### config.mk
export PLATFORM = sky130hd
export DESIGN_NAME = cbt_core
export DESIGN_NICKNAME = d
export VERILOG_FILES = /design/src/inc/cbt_pkg.sv /design/src/hw/cbt_core.sv /design/src/hw/cbt_reg_file.sv
export SDC_FILE = /design/constraint.sdc
export NUM_CORES = 1
export LEC_CHECK = 0
export ABC_CLOCK_PERIOD_IN_PS = 7500
export BUFFER_PORTS_ARGS = -buffer_cell sky130_fd_sc_hd__buf_2
export CAP_MARGIN = 20
export CORE_MARGIN = 1
export CORE_UTILIZATION = 65
export CTS_CLUSTER_SIZE = 40
export DETAILED_ROUTE_END_ITERATION = 8
export PLACE_DENSITY_LB_ADDON = 0.2
export SLEW_MARGIN = 25
export SYNTH_ARGS = -nofsm -noshare
export SYNTH_HDL_FRONTEND = slang
export SYNTH_SLANG_ARGS = --single-unit
### constraint.sdc
create_clock -name ref_clk -period 7.5 [get_ports ref_clk]
set_input_delay 1.5 -clock ref_clk [delete_from_list [all_inputs] [get_ports ref_clk]]
set_output_delay 1.5 -clock ref_clk [all_outputs]
set_load 0.05 [all_outputs]
### src/inc/cbt_pkg.sv
`default_nettype none

package cbt_pkg;

  // ----------------------------------------
  // Machine cycle structure
  // ----------------------------------------
  localparam int unsigned CLK_MHZ        = 200;
  localparam int unsigned STATES_PER_MC  = 4;

  typedef enum logic [1:0]
  {
    CBT_FIRST_MACHINE_STATE,
    CBT_SECOND_MACHINE_STATE,
    CBT_THIRD_MACHINE_STATE,
    CBT_FOURTH_MACHINE_STATE
  } cbt_mstate_type;

  // ----------------------------------------
  // Widths and reset values
  // ----------------------------------------
  localparam int unsigned  PC_W       = 16;
  localparam logic [15:0]  PC_RESET   = 16'h0000;
  localparam logic [15:0]  PC_ONE     = 16'h0001;
  localparam logic [7:0]   BYTE_ZERO  = 8'h00;
  localparam logic [7:0]   BYTE_ONE   = 8'h01;

  // ----------------------------------------
  // Branch opcodes
  // ----------------------------------------
  localparam logic [7:0] OP_SHORT_JMP    = 8'h80;
  localparam logic [7:0] OP_JMP_ACC_Z    = 8'h60;
  localparam logic [7:0] OP_JMP_ACC_NZ   = 8'h70;
  localparam logic [7:0] OP_JMP_CY       = 8'h40;
  localparam logic [7:0] OP_JMP_NCY      = 8'h50;
  localparam logic [7:0] OP_JMP_BIT      = 8'h20;
  localparam logic [7:0] OP_JMP_NBIT     = 8'h30;
  localparam logic [7:0] OP_JMP_BIT_CLR  = 8'h10;
  localparam logic [7:0] OP_CMP_ACC_DIR  = 8'hB5;
  localparam logic [7:0] OP_CMP_ACC_IMM  = 8'hB4;
  localparam logic [7:0] OP_CMP_IND0     = 8'hB6;
  localparam logic [7:0] OP_CMP_IND1     = 8'hB7;
  localparam logic [4:0] OP_CMP_REG_HI   = 5'h17;  // B8..BF
  localparam logic [4:0] OP_DEC_REG_HI   = 5'h1B;  // D8..DF
  localparam logic [7:0] OP_DEC_DIR      = 8'hD5;

  // External data moves: one byte, two machine cycles
  localparam logic [7:0] OP_XMOV_0 = 8'hE0;
  localparam logic [7:0] OP_XMOV_1 = 8'hE2;
  localparam logic [7:0] OP_XMOV_2 = 8'hE3;
  localparam logic [7:0] OP_XMOV_3 = 8'hF0;
  localparam logic [7:0] OP_XMOV_4 = 8'hF2;
  localparam logic [7:0] OP_XMOV_5 = 8'hF3;

  // Byte length and machine cycle counts
  localparam logic [1:0] LEN_1 = 2'd1;
  localparam logic [1:0] LEN_2 = 2'd2;
  localparam logic [1:0] LEN_3 = 2'd3;
  localparam logic [2:0] MC_1  = 3'd1;
  localparam logic [2:0] MC_2  = 3'd2;
  localparam logic [2:0] MC_3  = 3'd3;
  localparam logic [2:0] MC_4  = 3'd4;

  localparam int unsigned REG_CNT = 8;
  localparam int unsigned REG_AW  = 3;

endpackage

`default_nettype wire

### src/hw/cbt_core.sv
`timescale 1ns/10ps
`default_nettype none

module cbt_core
(
  // Clock and reset
  input  wire logic                   ref_clk,
  input  wire logic                   rst_n,
  // Program memory
  output logic      [15:0]            pm_addr,
  output logic                        pm_rd,
  input  wire logic [7:0]             pm_data,
  // Datapath operands
  input  wire logic [7:0]             acc_data,
  input  wire logic                   carry_flag,
  input  wire logic                   bit_value,
  input  wire logic [7:0]             dir_rdata,
  input  wire logic [7:0]             ind0_rdata,
  input  wire logic [7:0]             ind1_rdata,
  // Datapath requests
  output logic      [7:0]             operand_addr,
  output logic                        bit_clr,
  output logic                        dir_wr,
  output logic      [7:0]             dir_wdata,
  // Status
  output cbt_pkg::cbt_mstate_type     machine_state,
  output logic      [7:0]             cur_opcode,
  output logic                        instr_done,
  output logic                        branch_taken
);

  typedef struct packed
  {
    cbt_pkg::cbt_mstate_type mst;
    logic [15:0]             pc;
    logic [7:0]              op;
    logic [7:0]              b1;
    logic [7:0]              b2;
    logic [1:0]              len;
    logic [2:0]              ncyc;
    logic [2:0]              k;
    logic                    done;
    logic                    taken;
    logic                    bclr;
    logic                    dwr;
    logic [7:0]              dwdata;
  } cbt_state_type;

  cbt_state_type st_reg;
  cbt_state_type st_next;

  // ----------------------------------------
  // Opcode decode
  // ----------------------------------------
  function automatic logic is_xmov(input logic [7:0] op);
    return op == cbt_pkg::OP_XMOV_0 || op == cbt_pkg::OP_XMOV_1 ||
           op == cbt_pkg::OP_XMOV_2 || op == cbt_pkg::OP_XMOV_3 ||
           op == cbt_pkg::OP_XMOV_4 || op == cbt_pkg::OP_XMOV_5;
  endfunction

  function automatic logic [1:0] op_len(input logic [7:0] op);
    logic [1:0] l;
    l = cbt_pkg::LEN_2;
    if (op[3] || is_xmov(op))
    begin
      l = cbt_pkg::LEN_1;
    end
    case (op)
      cbt_pkg::OP_SHORT_JMP, cbt_pkg::OP_JMP_ACC_Z,
      cbt_pkg::OP_JMP_ACC_NZ, cbt_pkg::OP_JMP_CY,
      cbt_pkg::OP_JMP_NCY:                                  l = cbt_pkg::LEN_2;
      cbt_pkg::OP_JMP_BIT, cbt_pkg::OP_JMP_NBIT,
      cbt_pkg::OP_JMP_BIT_CLR:                              l = cbt_pkg::LEN_3;
      cbt_pkg::OP_CMP_ACC_DIR, cbt_pkg::OP_CMP_ACC_IMM:     l = cbt_pkg::LEN_3;
      cbt_pkg::OP_CMP_IND0, cbt_pkg::OP_CMP_IND1:           l = cbt_pkg::LEN_3;
      cbt_pkg::OP_DEC_DIR:                                  l = cbt_pkg::LEN_3;
      default:
      begin
        if (op[7:3] == cbt_pkg::OP_CMP_REG_HI)
        begin
          l = cbt_pkg::LEN_3;
        end
        if (op[7:3] == cbt_pkg::OP_DEC_REG_HI)
        begin
          l = cbt_pkg::LEN_2;
        end
      end
    endcase
    return l;
  endfunction

  function automatic logic is_branch(input logic [7:0] op);
    return op == cbt_pkg::OP_SHORT_JMP || op == cbt_pkg::OP_JMP_ACC_Z ||
           op == cbt_pkg::OP_JMP_ACC_NZ || op == cbt_pkg::OP_JMP_CY ||
           op == cbt_pkg::OP_JMP_NCY || op == cbt_pkg::OP_JMP_BIT ||
           op == cbt_pkg::OP_JMP_NBIT || op == cbt_pkg::OP_JMP_BIT_CLR ||
           op == cbt_pkg::OP_CMP_ACC_DIR || op == cbt_pkg::OP_CMP_ACC_IMM ||
           op == cbt_pkg::OP_CMP_IND0 || op == cbt_pkg::OP_CMP_IND1 ||
           op == cbt_pkg::OP_DEC_DIR || op[7:3] == cbt_pkg::OP_CMP_REG_HI ||
           op[7:3] == cbt_pkg::OP_DEC_REG_HI;
  endfunction

  // Branches take one machine cycle beyond their byte count
  function automatic logic [2:0] op_cycles(input logic [7:0] op);
    logic [2:0] c;
    c = {1'b0, op_len(op)};
    if (is_branch(op))
    begin
      c = 3'({1'b0, op_len(op)} + cbt_pkg::MC_1);
    end
    if (is_xmov(op))
    begin
      c = cbt_pkg::MC_2;
    end
    return c;
  endfunction

  function automatic logic [15:0] rel_target(input logic [15:0] next_pc,
                                             input logic [7:0]  rel);
    return 16'(next_pc + {{8{rel[7]}}, rel});
  endfunction

  // ----------------------------------------
  // Working registers
  // ----------------------------------------
  logic [7:0] reg_rdata;
  logic       reg_wr;
  logic [7:0] reg_dec;

  cbt_reg_file u_regs
  (
    .ref_clk (ref_clk),
    .rst_n   (rst_n),
    .rd_addr (st_reg.op[cbt_pkg::REG_AW-1:0]),
    .rd_data (reg_rdata),
    .wr_en   (reg_wr),
    .wr_addr (st_reg.op[cbt_pkg::REG_AW-1:0]),
    .wr_data (reg_dec)
  );

  // ----------------------------------------
  // Sequencer
  // ----------------------------------------
  logic       last_cyc;
  logic       cond;
  logic [7:0] dir_dec;
  logic [7:0] rel;
  logic [7:0] op_now;
  logic [1:0] len_now;
  logic [2:0] cyc_now;

  always_comb
  begin
    st_next  = st_reg;
    reg_wr   = 1'b0;
    reg_dec  = 8'(reg_rdata - cbt_pkg::BYTE_ONE);
    dir_dec  = 8'(dir_rdata - cbt_pkg::BYTE_ONE);
    op_now   = (st_reg.k == 3'd0) ? pm_data : st_reg.op;
    len_now  = (st_reg.k == 3'd0) ? op_len(pm_data) : st_reg.len;
    cyc_now  = (st_reg.k == 3'd0) ? op_cycles(pm_data) : st_reg.ncyc;
    last_cyc = 3'(st_reg.k + 3'd1) == cyc_now;
    rel      = (len_now == cbt_pkg::LEN_2) ? st_reg.b1 : st_reg.b2;
    cond     = 1'b0;
    st_next.done  = 1'b0;
    st_next.taken = 1'b0;
    st_next.bclr  = 1'b0;
    st_next.dwr   = 1'b0;

    // Four states per machine cycle, fixed order
    case (st_reg.mst)
      cbt_pkg::CBT_FIRST_MACHINE_STATE:  st_next.mst = cbt_pkg::CBT_SECOND_MACHINE_STATE;
      cbt_pkg::CBT_SECOND_MACHINE_STATE: st_next.mst = cbt_pkg::CBT_THIRD_MACHINE_STATE;
      cbt_pkg::CBT_THIRD_MACHINE_STATE:  st_next.mst = cbt_pkg::CBT_FOURTH_MACHINE_STATE;
      cbt_pkg::CBT_FOURTH_MACHINE_STATE: st_next.mst = cbt_pkg::CBT_FIRST_MACHINE_STATE;
      default:                           st_next.mst = cbt_pkg::CBT_FIRST_MACHINE_STATE;
    endcase

    // Branch condition
    case (op_now)
      cbt_pkg::OP_SHORT_JMP:   cond = 1'b1;
      cbt_pkg::OP_JMP_ACC_Z:   cond = acc_data == cbt_pkg::BYTE_ZERO;
      cbt_pkg::OP_JMP_ACC_NZ:  cond = acc_data != cbt_pkg::BYTE_ZERO;
      cbt_pkg::OP_JMP_CY:      cond = carry_flag;
      cbt_pkg::OP_JMP_NCY:     cond = !carry_flag;
      cbt_pkg::OP_JMP_BIT:     cond = bit_value;
      cbt_pkg::OP_JMP_NBIT:    cond = !bit_value;
      cbt_pkg::OP_JMP_BIT_CLR: cond = bit_value;
      cbt_pkg::OP_CMP_ACC_DIR: cond = acc_data != dir_rdata;
      cbt_pkg::OP_CMP_ACC_IMM: cond = acc_data != st_reg.b1;
      cbt_pkg::OP_CMP_IND0:    cond = ind0_rdata != st_reg.b1;
      cbt_pkg::OP_CMP_IND1:    cond = ind1_rdata != st_reg.b1;
      cbt_pkg::OP_DEC_DIR:     cond = dir_dec != cbt_pkg::BYTE_ZERO;
      default:
      begin
        if (op_now[7:3] == cbt_pkg::OP_CMP_REG_HI)
        begin
          cond = reg_rdata != st_reg.b1;
        end
        if (op_now[7:3] == cbt_pkg::OP_DEC_REG_HI)
        begin
          cond = reg_dec != cbt_pkg::BYTE_ZERO;
        end
      end
    endcase

    // Byte taken and cycle closed in the fourth state
    if (st_reg.mst == cbt_pkg::CBT_FOURTH_MACHINE_STATE)
    begin
      if (st_reg.k == 3'd0)
      begin
        st_next.op   = pm_data;
        st_next.len  = len_now;
        st_next.ncyc = cyc_now;
      end
      if (st_reg.k == 3'd1)
      begin
        st_next.b1 = pm_data;
      end
      if (st_reg.k == 3'd2)
      begin
        st_next.b2 = pm_data;
      end
      if (st_reg.k < {1'b0, len_now})
      begin
        st_next.pc = 16'(st_reg.pc + cbt_pkg::PC_ONE);
      end
      st_next.k = 3'(st_reg.k + 3'd1);
      if (last_cyc)
      begin
        st_next.k    = 3'd0;
        st_next.done = 1'b1;
        if (is_branch(op_now))
        begin
          st_next.taken = cond;
          if (cond)
          begin
            st_next.pc = rel_target(st_reg.pc, rel);
          end
          if (op_now == cbt_pkg::OP_JMP_BIT_CLR && cond)
          begin
            st_next.bclr = 1'b1;
          end
          if (op_now == cbt_pkg::OP_DEC_DIR)
          begin
            st_next.dwr    = 1'b1;
            st_next.dwdata = dir_dec;
          end
          if (op_now[7:3] == cbt_pkg::OP_DEC_REG_HI)
          begin
            reg_wr = 1'b1;
          end
        end
      end
    end
  end

  always_ff @(posedge ref_clk or negedge rst_n)
  begin
    if (!rst_n)
    begin
      st_reg <= '{mst: cbt_pkg::CBT_FIRST_MACHINE_STATE, pc: cbt_pkg::PC_RESET,
                  op: cbt_pkg::BYTE_ZERO, b1: cbt_pkg::BYTE_ZERO,
                  b2: cbt_pkg::BYTE_ZERO, len: cbt_pkg::LEN_1,
                  ncyc: cbt_pkg::MC_1, k: 3'd0, done: 1'b0, taken: 1'b0,
                  bclr: 1'b0, dwr: 1'b0, dwdata: cbt_pkg::BYTE_ZERO};
    end
    else
    begin
      st_reg <= st_next;
    end
  end

  // ----------------------------------------
  // Outputs
  // ----------------------------------------
  assign pm_addr       = st_reg.pc;
  assign pm_rd         = st_reg.mst == cbt_pkg::CBT_FIRST_MACHINE_STATE &&
                         st_reg.k < {1'b0, (st_reg.k == 3'd0) ? cbt_pkg::LEN_3 : st_reg.len};
  assign operand_addr  = st_reg.b1;
  assign bit_clr       = st_reg.bclr;
  assign dir_wr        = st_reg.dwr;
  assign dir_wdata     = st_reg.dwdata;
  assign machine_state = st_reg.mst;
  assign cur_opcode    = st_reg.op;
  assign instr_done    = st_reg.done;
  assign branch_taken  = st_reg.taken;

endmodule

`default_nettype wire

### src/hw/cbt_reg_file.sv
`timescale 1ns/10ps
`default_nettype none

// Working register bank, registered read port
module cbt_reg_file
(
  // Clock and reset
  input  wire logic                           ref_clk,
  input  wire logic                           rst_n,
  // Read port
  input  wire logic [cbt_pkg::REG_AW-1:0]     rd_addr,
  output logic      [7:0]                     rd_data,
  // Write port
  input  wire logic                           wr_en,
  input  wire logic [cbt_pkg::REG_AW-1:0]     wr_addr,
  input  wire logic [7:0]                     wr_data
);

  logic [7:0] mem_reg [cbt_pkg::REG_CNT];

  always_ff @(posedge ref_clk or negedge rst_n)
  begin
    if (!rst_n)
    begin
      for (int i = 0; i < cbt_pkg::REG_CNT; i++)
      begin
        mem_reg[i] <= cbt_pkg::BYTE_ZERO;
      end
      rd_data <= cbt_pkg::BYTE_ZERO;
    end
    else
    begin
      if (wr_en)
      begin
        mem_reg[wr_addr] <= wr_data;
      end
      rd_data <= mem_reg[rd_addr];
    end
  end

endmodule

`default_nettype wire

======== Word-level counts from Yosys, hierarchy flattened ========
Index checks and enable logic that the tools add are counted.
storage, ports and cells
  register bits ........................... 134
  bits in latches ......................... 0
  memory bits (writable) .................. 0
  memory bits (read-only) ................. 0
  output and inout bits ................... 47
  memories ................................ 0
operators by class
  add/subtract/negate cells ............... 6
  multiply operators ...................... 0
  div/mod/pow operators ................... 0
  order comparisons ....................... 4
  eq/ne operators ......................... 48
  shift operators ......................... 0
  muxes and demuxes ....................... 35
  bitwise logic cells ..................... 1
  reduce and logical (&&, ||, !) cells .... 52
operator list
  kind                                                                    count
  8-bit equality test (second input constant)                             18
  64-bit bitwise mux                                                      1
  8-bit by 7-bit equality test with 1-bit output (second input constant)  8
  16-bit two-way mux                                                      4
  8-bit two-way mux                                                       5
  8-bit inequality test                                                   5
  1-bit logical OR                                                        34
  8-bit by 6-bit equality test with 1-bit output (second input constant)  4
  8-bit binary-select mux with 3-bit select                               1
  8-bit demux with 3-bit select                                           1
  8-bit nonzero test                                                      3
  5-bit equality test (second input constant)                             4
  16-bit by 1-bit adder with 16-bit output (second input constant)        1
  16-bit adder                                                            1
  8-bit by 5-bit equality test with 1-bit output (second input constant)  2
  8-bit by 1-bit subtractor with 8-bit output (second input constant)     2
  15-bit two-way mux                                                      1
  12-bit two-way mux                                                      1
  2-bit two-way mux                                                       6
  1-bit one-hot mux with 12 select lines                                  1
  11-bit two-way mux                                                      1
  3-bit two-way mux                                                       3
  9-bit two-way mux                                                       1
  8-bit zero test                                                         1
  23 further kinds                                                        37

======== Depth between registers and ports, before layout ========
Gate-level depths: netlist of run 1.
  depth in word-level cells ............... 23
  mapped depth ............................ 21

======== Modules after synthesis ========
From an unflattened synthesis of run 1, not the netlist that was laid out.
unflattened totals
  cell total of the unflattened synthesis .. 848
  area, all modules ....................... 9128.8 µm²
modules (own cells, without submodules)
  module        instances  cells each  area an instance (µm²)
  cbt_core      1          668         5935.7
  cbt_reg_file  1          180         3193.1

======== Worst setup path before layout of run 1 ========
No wires, ideal clock.
  kind .................................... input to register
  start ................................... input port pm_data[3]
  end ..................................... register st_reg, in the netlist pm_addr[14]
  setup time .............................. 94 ps
  data arrival time ....................... 5115 ps
  slack ................................... 2291 ps
  cell stages on the path ................. 18
  path through ............................ buf_2 > nor4_1 > a32oi_1 > nand3b_1 > o21a_1 > clkbuf_1 > o21ai_0 > ha_1 > fa_1 > a211o_1 > o2111ai_1 > a311o_1 > o2111ai_1 > a21oi_1 > o21bai_1 > a21oi_1 > xor2_1 > a221oi_2
on the way
  word-level cells in the longest chain between the ends .. 20
  elaborated cells on any way between the ends .. 96
  classes of those cells .................. 2 x add/sub; 1 x order compare; 38 x eq/ne; 18 x mux; 37 x reduce/logical
ends and longest elaborated chain
  what                                                          RTL line         RTL
  from (decl)                                                   cbt_core.sv:12   input wire logic [7:0] pm_data,
  branches (longest 19 deep; another with 8-bit equality test)  -
  16-bit two-way mux *                                          cbt_core.sv:228  if (last_cyc)
  to (signal assigned)                                          cbt_core.sv:261  st_reg <= '{mst: cbt_pkg::CBT_FIRST_MACHINE_STATE, pc: cbt_pkg::PC_RESET,
  to (signal assigned)                                          cbt_core.sv:269  st_reg <= st_next;
  to (decl)                                                     cbt_core.sv:49   cbt_state_type st_reg;
Mark *: on every way between the ends. The select of a mux whose other input is x is not followed.
A chain may end at the register's enable or synchronous reset.

======== Worst setup path in the final report of run 1 ========
  start ................................... input port pm_data[0]
  end ..................................... register st_reg, in the netlist pm_addr[13]
Same word-level chain as after synthesis.

==> flow_summary.ini, run 1 <==
[setup_path]
critPathSlowestCell = nor4_1
worst_ep_arrival_time_ns = 5.97
reg2reg_from = st_reg[12]$_DFFE_PN0P_
max_stage_delay_ns = 0.52
crit_chain = buf_2 -> nor4_1 -> a32oi_1 -> nand3b_1 -> o21a_1 -> mux2_2 -> ha_1 -> a211oi_1 -> o21bai_1 -> a21oi_1 -> nand3_1 -> a41oi_1 -> nor4b_1 -> nor3_1 -> xnor2_1 -> o311ai_0
start_kind = primary input
reg2reg_to = pm_addr[13]$_DFFE_PN0P_
end_kind = flop
worst-r2r-cell-count = 16
cp.required_ns = 7.81
r2r_slack_ns = 2.47
cp_max_fo = 14
crit_type = in2reg

[clocking]
cts_buffer_depth = 2
cts_num_sinks = 134
cts_resized = 0
cts_made_buffers = 17
cts_tree = built
insertion_delay_ns = 0.43
clkSlewWorstSetupHoldPaths_ns = 0.05
h-tree-depth = 4
cts_root_buf = clkbuf_16
cts_setup_buffers = 0
cts-hold-fix-buffers = 0

[global_route]
grt_pass1_vias = 7101
grt_max_degree = 78
antenna_found_initial = 0
overflow = 0
track_usage_pct = 33.7
grt_pass1_wl_um = 37400

[synth]
postSynth.asyncResetShare_pct = 100
synth_edf_count = 0
syn_nets = 982
synth_top_area_cell = dfrtp_1
syn_area_mm2 = 0.00916
synth.avg_cell_area_um2 = 10.1
synth_top_area_share_pct = 36.1
ys_seq_area_share_pct = 36.6
yosysWarnings = 0
ys.flop_type = dfrtp_1
yosys_register_bits = 134
ys_top_cells_by_area = dfrtp_1 (36%), mux2_2 (11%), ha_1 (4.4%), mux2i_1 (3.7%), xnor2_1 (3.5%)
ys_types = 84
syn_inst = 905

[timing]
fin_crit_ns = 5.66
setup_viol = 0
hold_violations = 0
clock.fmax_mhz = 177
fin_crit_sh_pct = 75.4
holdWs_ns = 0.479
drv_slew = 0
grt_setup_unrepaired = false
tightest_slew_ns = 1.05
skew_ns = 0.0117
tns_ns = 0
maxSlewHeadroom_pct = 29.3

[finish]
final_cell_mix = dfrtp_1 (132), mux2_2 (90), buf_2 (89), nand2_1 (69), o21ai_0 (47)
instances_no_fill = 1121
multi_input_area_mm2 = 0.00508
syn_to_final_growth_pct = 8.32
largest_register_ffs = 64
nets = 1007
final_common_cell = dfrtp_1
drive_gt1_share_pct = 26.8
regArea_mm2 = 0.00336
final_area_mm2 = 0.00992
n_fill_cell = 1005
diodes = 0

[hold_path]
min_from = dir_wdata[4]$_DFFE_PN0P_
holdPathStages = 2
holdPathEnd = dir_wdata[4]$_DFFE_PN0P_
hold_path_class = reg2reg

[die]
pin_count = 91
die_y_um = 121
die_w_um = 121
die_area_mm2 = 0.0146
initial_utilization_pct = 66.2
num_rows = 43
fp.coreArea_mm2 = 0.0138

[placed_design]
dpl_cell_area_mm2 = 0.00932
numPortBuffers = 90
dp_hpwl_um = 16400
dp.cells = 1091
gp_congestion = 0.919

[power]
p_int_mw = 2.03
seqPwrFrac_pct = 27.4
p_per_area_mw_per_mm2 = 372
switching_share_pct = 44.9
p_switching_mw = 1.66
p_leak_nw = 4.63
p_total_mw = 3.69
clockPowerShare_pct = 23.0
ir_drop_v = 0.000309
p_comb_share_pct = 49.6

[routing]
drt-total-wl_um = 23600
via_count = 7484
firstDrtPassIters = 5
wl_per_cell_um = 21.0
routed_via_density = 6.68
drtIter0Drc = 803
drtAntennaViolNets = 0
drc = 0

[run]
cap_viol_max_count = 0

[run_status]
status = finished clean
==> final cells by class <==
type	instances	area share, %
clock inverters	12	1.54
inverters	44	1.67
repair buffers	96	5.06
multi-input cells	637	51.2
clock buffers	18	4.43
flip-flops and latches	134	33.8
well taps	180	2.27
==> per-layer routing <==
metal  up-vias  routed length (um)  GRT usage (%)
met3        55                2090           6.79
met2       405               10800           51.4
met4         0                 609           13.3
met5         -                   0              0
met1      3678               10100           47.3
li1       3346                   -              -
==> cells in the mapped netlist, types with 5 or more instances <==
| cell type | number |
|---|---|
| and3_1 | 6 |
| o32ai_1 | 12 |
| or3_1 | 7 |
| nor4_1 | 6 |
| mux4_2 | 10 |
| a21o_1 | 7 |
| nand3b_1 | 5 |
| nor2_1 | 30 |
| a21oi_1 | 28 |
| o22ai_1 | 8 |
| mux2i_1 | 34 |
| clkbuf_1 | 24 |
| xor2_1 | 12 |
| nand2b_1 | 9 |
| o221ai_1 | 5 |
| inv_1 | 42 |
| nor2b_1 | 11 |
| buf_1 | 5 |
| or4_1 | 7 |
| ha_1 | 32 |
| xnor2_1 | 37 |
| nand3_1 | 18 |
| o21bai_1 | 7 |
| buf_6 | 6 |
| nand4_1 | 10 |
| mux2_2 | 90 |
| o211ai_1 | 7 |
| o31ai_1 | 6 |
| nand2_1 | 69 |
| buf_2 | 13 |
| a31oi_1 | 7 |
| buf_4 | 42 |
| o21ai_0 | 48 |
| a211oi_1 | 11 |
| a311oi_1 | 6 |
| dfrtp_1 | 132 |
| nor3_1 | 18 |
==> metrics by stage <==
step / worst slack, ns / util [%]
finish: 1.84 / 71.7
global route: 1.26 / 71.7
CTS: 1.84 / 71.7
detailed placement: 1.61 / 67.4
global placement: 1.83 / 67.4
floorplan: 2.29 / -
==> power groups by stage <==
| stage | clock network (mW) | logic (mW) | registers [mW] |
|---|---|---|---|
| 3_3_place_gp | 0 | 1.74 | 1.01 |
| 4_1_cts | 0.857 | 1.81 | 1.00 |
| 2_1_floorplan | 0 | 1.50 | 0.949 |
| 3_5_place_dp | 0 | 1.79 | 1.02 |
| 6_report | 0.848 | 1.83 | 1.01 |
| 5_1_grt | 0.883 | 1.97 | 1.03 |
==> critical path: cells and delay by family <==
| kind | cells | cell delay, ns |
|---|---|---|
| compound gates | 7 | 1.84 |
| simple gates | 5 | 1.57 |
| mux | 1 | 0.42 |
| fa+ha+maj | 1 | 0.31 |
| buf+inv | 1 | 0.16 |
| xor+xnor | 1 | 0.15 |
==> how the worst max path moves through the flow <==
| stage | startpoint | endpoint | slack, ns | cells past startpoint |
|---|---|---|---|---|
| final | pm_data[0] | pm_addr[13]$_DFFE_PN0P_ | 1.84 | 16 |
| after global routing | pm_data[0] | pm_addr[13]$_DFFE_PN0P_ | 1.26 | 16 |
| after CTS | pm_data[0] | pm_addr[13]$_DFFE_PN0P_ | 1.84 | 16 |
| after detailed placement | pm_data[0] | pm_addr[13]$_DFFE_PN0P_ | 1.61 | 16 |
| after global placement | pm_data[5] | pm_addr[13]$_DFFE_PN0P_ | 1.83 | 14 |
| after floorplan | pm_data[3] | pm_addr[14]$_DFFE_PN0P_ | 2.29 | 18 |
==> kinds of logic after synthesis <==
kind of cell	share of synthesized area [%]
compound gates	14.9
buf+inv	7.88
mux	17.7
flops	36.6
simple gates	13.6
xor+xnor	4.69
fa+ha+maj	4.59
(Power assumes the default switching activity.)
==> inputs of run 2 (changes only) <==
ABC_CLOCK_PERIOD_IN_PS = 5350   (was 7500)
CORE_UTILIZATION = 60   (was 65)
clock period = 5.35 ns   (was 7.5 ns; I/O delays follow)
==> run 2 against run 1 <==
The flow now finishes with violations (design-rule violations). Power is 42% higher. Clock power is 47% higher. Register-to-register slack worse by 1.8 ns. Sequential power is 42% higher. Largest cell class unchanged.
==> flow_summary.ini, run 2 (synthesis gave the netlist of run 1 again) <==
[run_status]
status = finished, violations left
violations = design-rule violations

[placed_design]
place_ws_ns = 0.332
dp_hpwl_um = 16000
dpl_cell_area_mm2 = 0.00946
numPortBuffers = 90
dp.cells = 1111
gp_congestion = 0.917

[finish]
final_area_mm2 = 0.0101
fin_util_pct = 68.7
drive_gt1_share_pct = 28.0
diodes = 0
regArea_mm2 = 0.00336
multi_input_area_mm2 = 0.00508
final_cell_mix = dfrtp_1 (132), mux2_2 (90), buf_2 (89), nand2_1 (69), o21ai_0 (48)
syn_to_final_growth_pct = 10.2
final_common_cell = dfrtp_1
largest_register_ffs = 64
nets = 1023
instances_no_fill = 1142
n_fill_cell = 1124

[setup_path]
crit_chain = buf_2 -> nor2b_1 -> o2111a_1 -> nand3b_1 -> o21a_1 -> mux2_2 -> ha_1 -> a211oi_1 -> o21bai_1 -> a21oi_1 -> nand3_1 -> a41oi_1 -> nor4b_1 -> nor3_1 -> xnor2_1 -> o311ai_0
crit_family = compound AO/OA/AOI/OAI gates
crit_path_start = pm_data[5]
cp.required_ns = 5.66
worst_ep_arrival_time_ns = 4.99
start_kind = primary input
reg2reg_from = st_reg[12]$_DFFE_PN0P_
cp_max_fo = 17
max_stage_delay_ns = 0.40
end_kind = flop
crit_type = in2reg
critPathSlowestCell = mux2_2
timing.critical_path.buf_inv = 1

[routing]
wl_per_cell_um = 20.1
drc = 12
drtIter0Drc = 621
routed_via_density = 6.40
via_count = 7311
firstDrtPassIters = 9
drtAntennaViolNets = 0
drt-total-wl_um = 23000

[timing]
setup_viol = 0
tns_ns = 0
tightest_slew_ns = 0.920
fin_crit_ns = 4.68
drv_slew = 0
hold_violations = 0
setup_ws_ns = 0.672
clock.fmax_mhz = 214
maxSlewHeadroom_pct = 38.7
skew_ns = 0.0105
fin_crit_sh_pct = 87.4
holdWs_ns = 0.471
grt_setup_unrepaired = false

[global_route]
grt_pass1_wl_um = 37000
grt_pass1_vias = 6929
track_usage_pct = 30.2
overflow = 0
antenna_found_initial = 0
grt_max_degree = 103

[die]
die_area_mm2 = 0.0158
fp.coreArea_mm2 = 0.0147
die_y_um = 126
die_w_um = 126
num_rows = 44
initial_utilization_pct = 62.3
pin_count = 91

[clocking]
cts_made_buffers = 17
cts_buffer_depth = 2
insertion_delay_ns = 0.43
h-tree-depth = 4
clkSlewWorstSetupHoldPaths_ns = 0.06
cts_setup_buffers = 0
cts_num_sinks = 134
cts_root_buf = clkbuf_16
cts-hold-fix-buffers = 0
cts_tree = built
cts_resized = 0

[power]
p_per_area_mw_per_mm2 = 520
p_total_mw = 5.25
p_leak_nw = 4.72
ir_drop_v = 0.000550

[hold_path]
min_from = dir_wdata[0]$_DFFE_PN0P_
hold_path_class = reg2reg

[run]
cap_viol_max_count = 0
-- run 2: cell count changes in the layout (fill, tap and decap cells not counted), sizes merged --
| cell | before | now |
|---|---|---|
| buf | 96 | 112 |
| bufinv | 3 | 4 |
| clkinvlp | 1 | 3 |
| clkinv | 6 | 3 |
| inv | 46 | 45 |
| clkbuf | 18 | 20 |
-- run 2: path summary, 6_finish.rpt --
check	endpoint	slack (ns)	depth (start not counted)
max reg2reg	pm_addr[13]$_DFFE_PN0P_	0.67	16
max in group asynchronous	u_regs.mem_reg[25]$_DFFE_PN0P_	3.57	2
min reg2reg	dir_wdata[0]$_DFFE_PN0P_	0.47	2
min	dir_wdata[0]$_DFFE_PN0P_	0.47	2
max	pm_addr[13]$_DFFE_PN0P_	0.67	16
min in group asynchronous	u_regs.mem_reg[7]$_DFFE_PN0P_	0.76	1
-- run 2: final cells by class --
cell class                      instances  area share, %
Inverter                               44           1.64
Clock inverter                         11           1.72
Sequential cell                       134           33.2
Timing Repair Buffer                  112           6.28
Multi-Input combinational cell        637           50.3
Clock buffer                           20           4.52
Tap cell                              184           2.28
-- run 2: metal layers --
metal  vias up  wire (um)  track usage [%]
met5         -          0                0
met4         0        334             9.68
met3        31       1760             5.56
met2       329      10300             46.1
met1      3574      10500             43.6
li1       3377          -                -
-- run 2: worst reg2reg max path: stages (launching register included) --
cell	delay (ns)
dfrtp_1	0.48
inv_1	0.16
ha_1	0.44
nand2b_4	0.27
nand3b_1	0.22
o21a_1	0.30
mux2_2	0.40
ha_1	0.30
a211oi_1	0.23
o21bai_1	0.11
a21oi_1	0.29
nand3_1	0.16
a41oi_1	0.29
nor4b_1	0.36
nor3_1	0.14
xnor2_1	0.14
o311ai_0	0.26
-- run 2: power by group --
part           switching, mW  total, mW  internal, mW
sequential             0.249       1.43          1.18
combinational           1.60       2.57         0.963
clock                  0.450       1.25         0.803
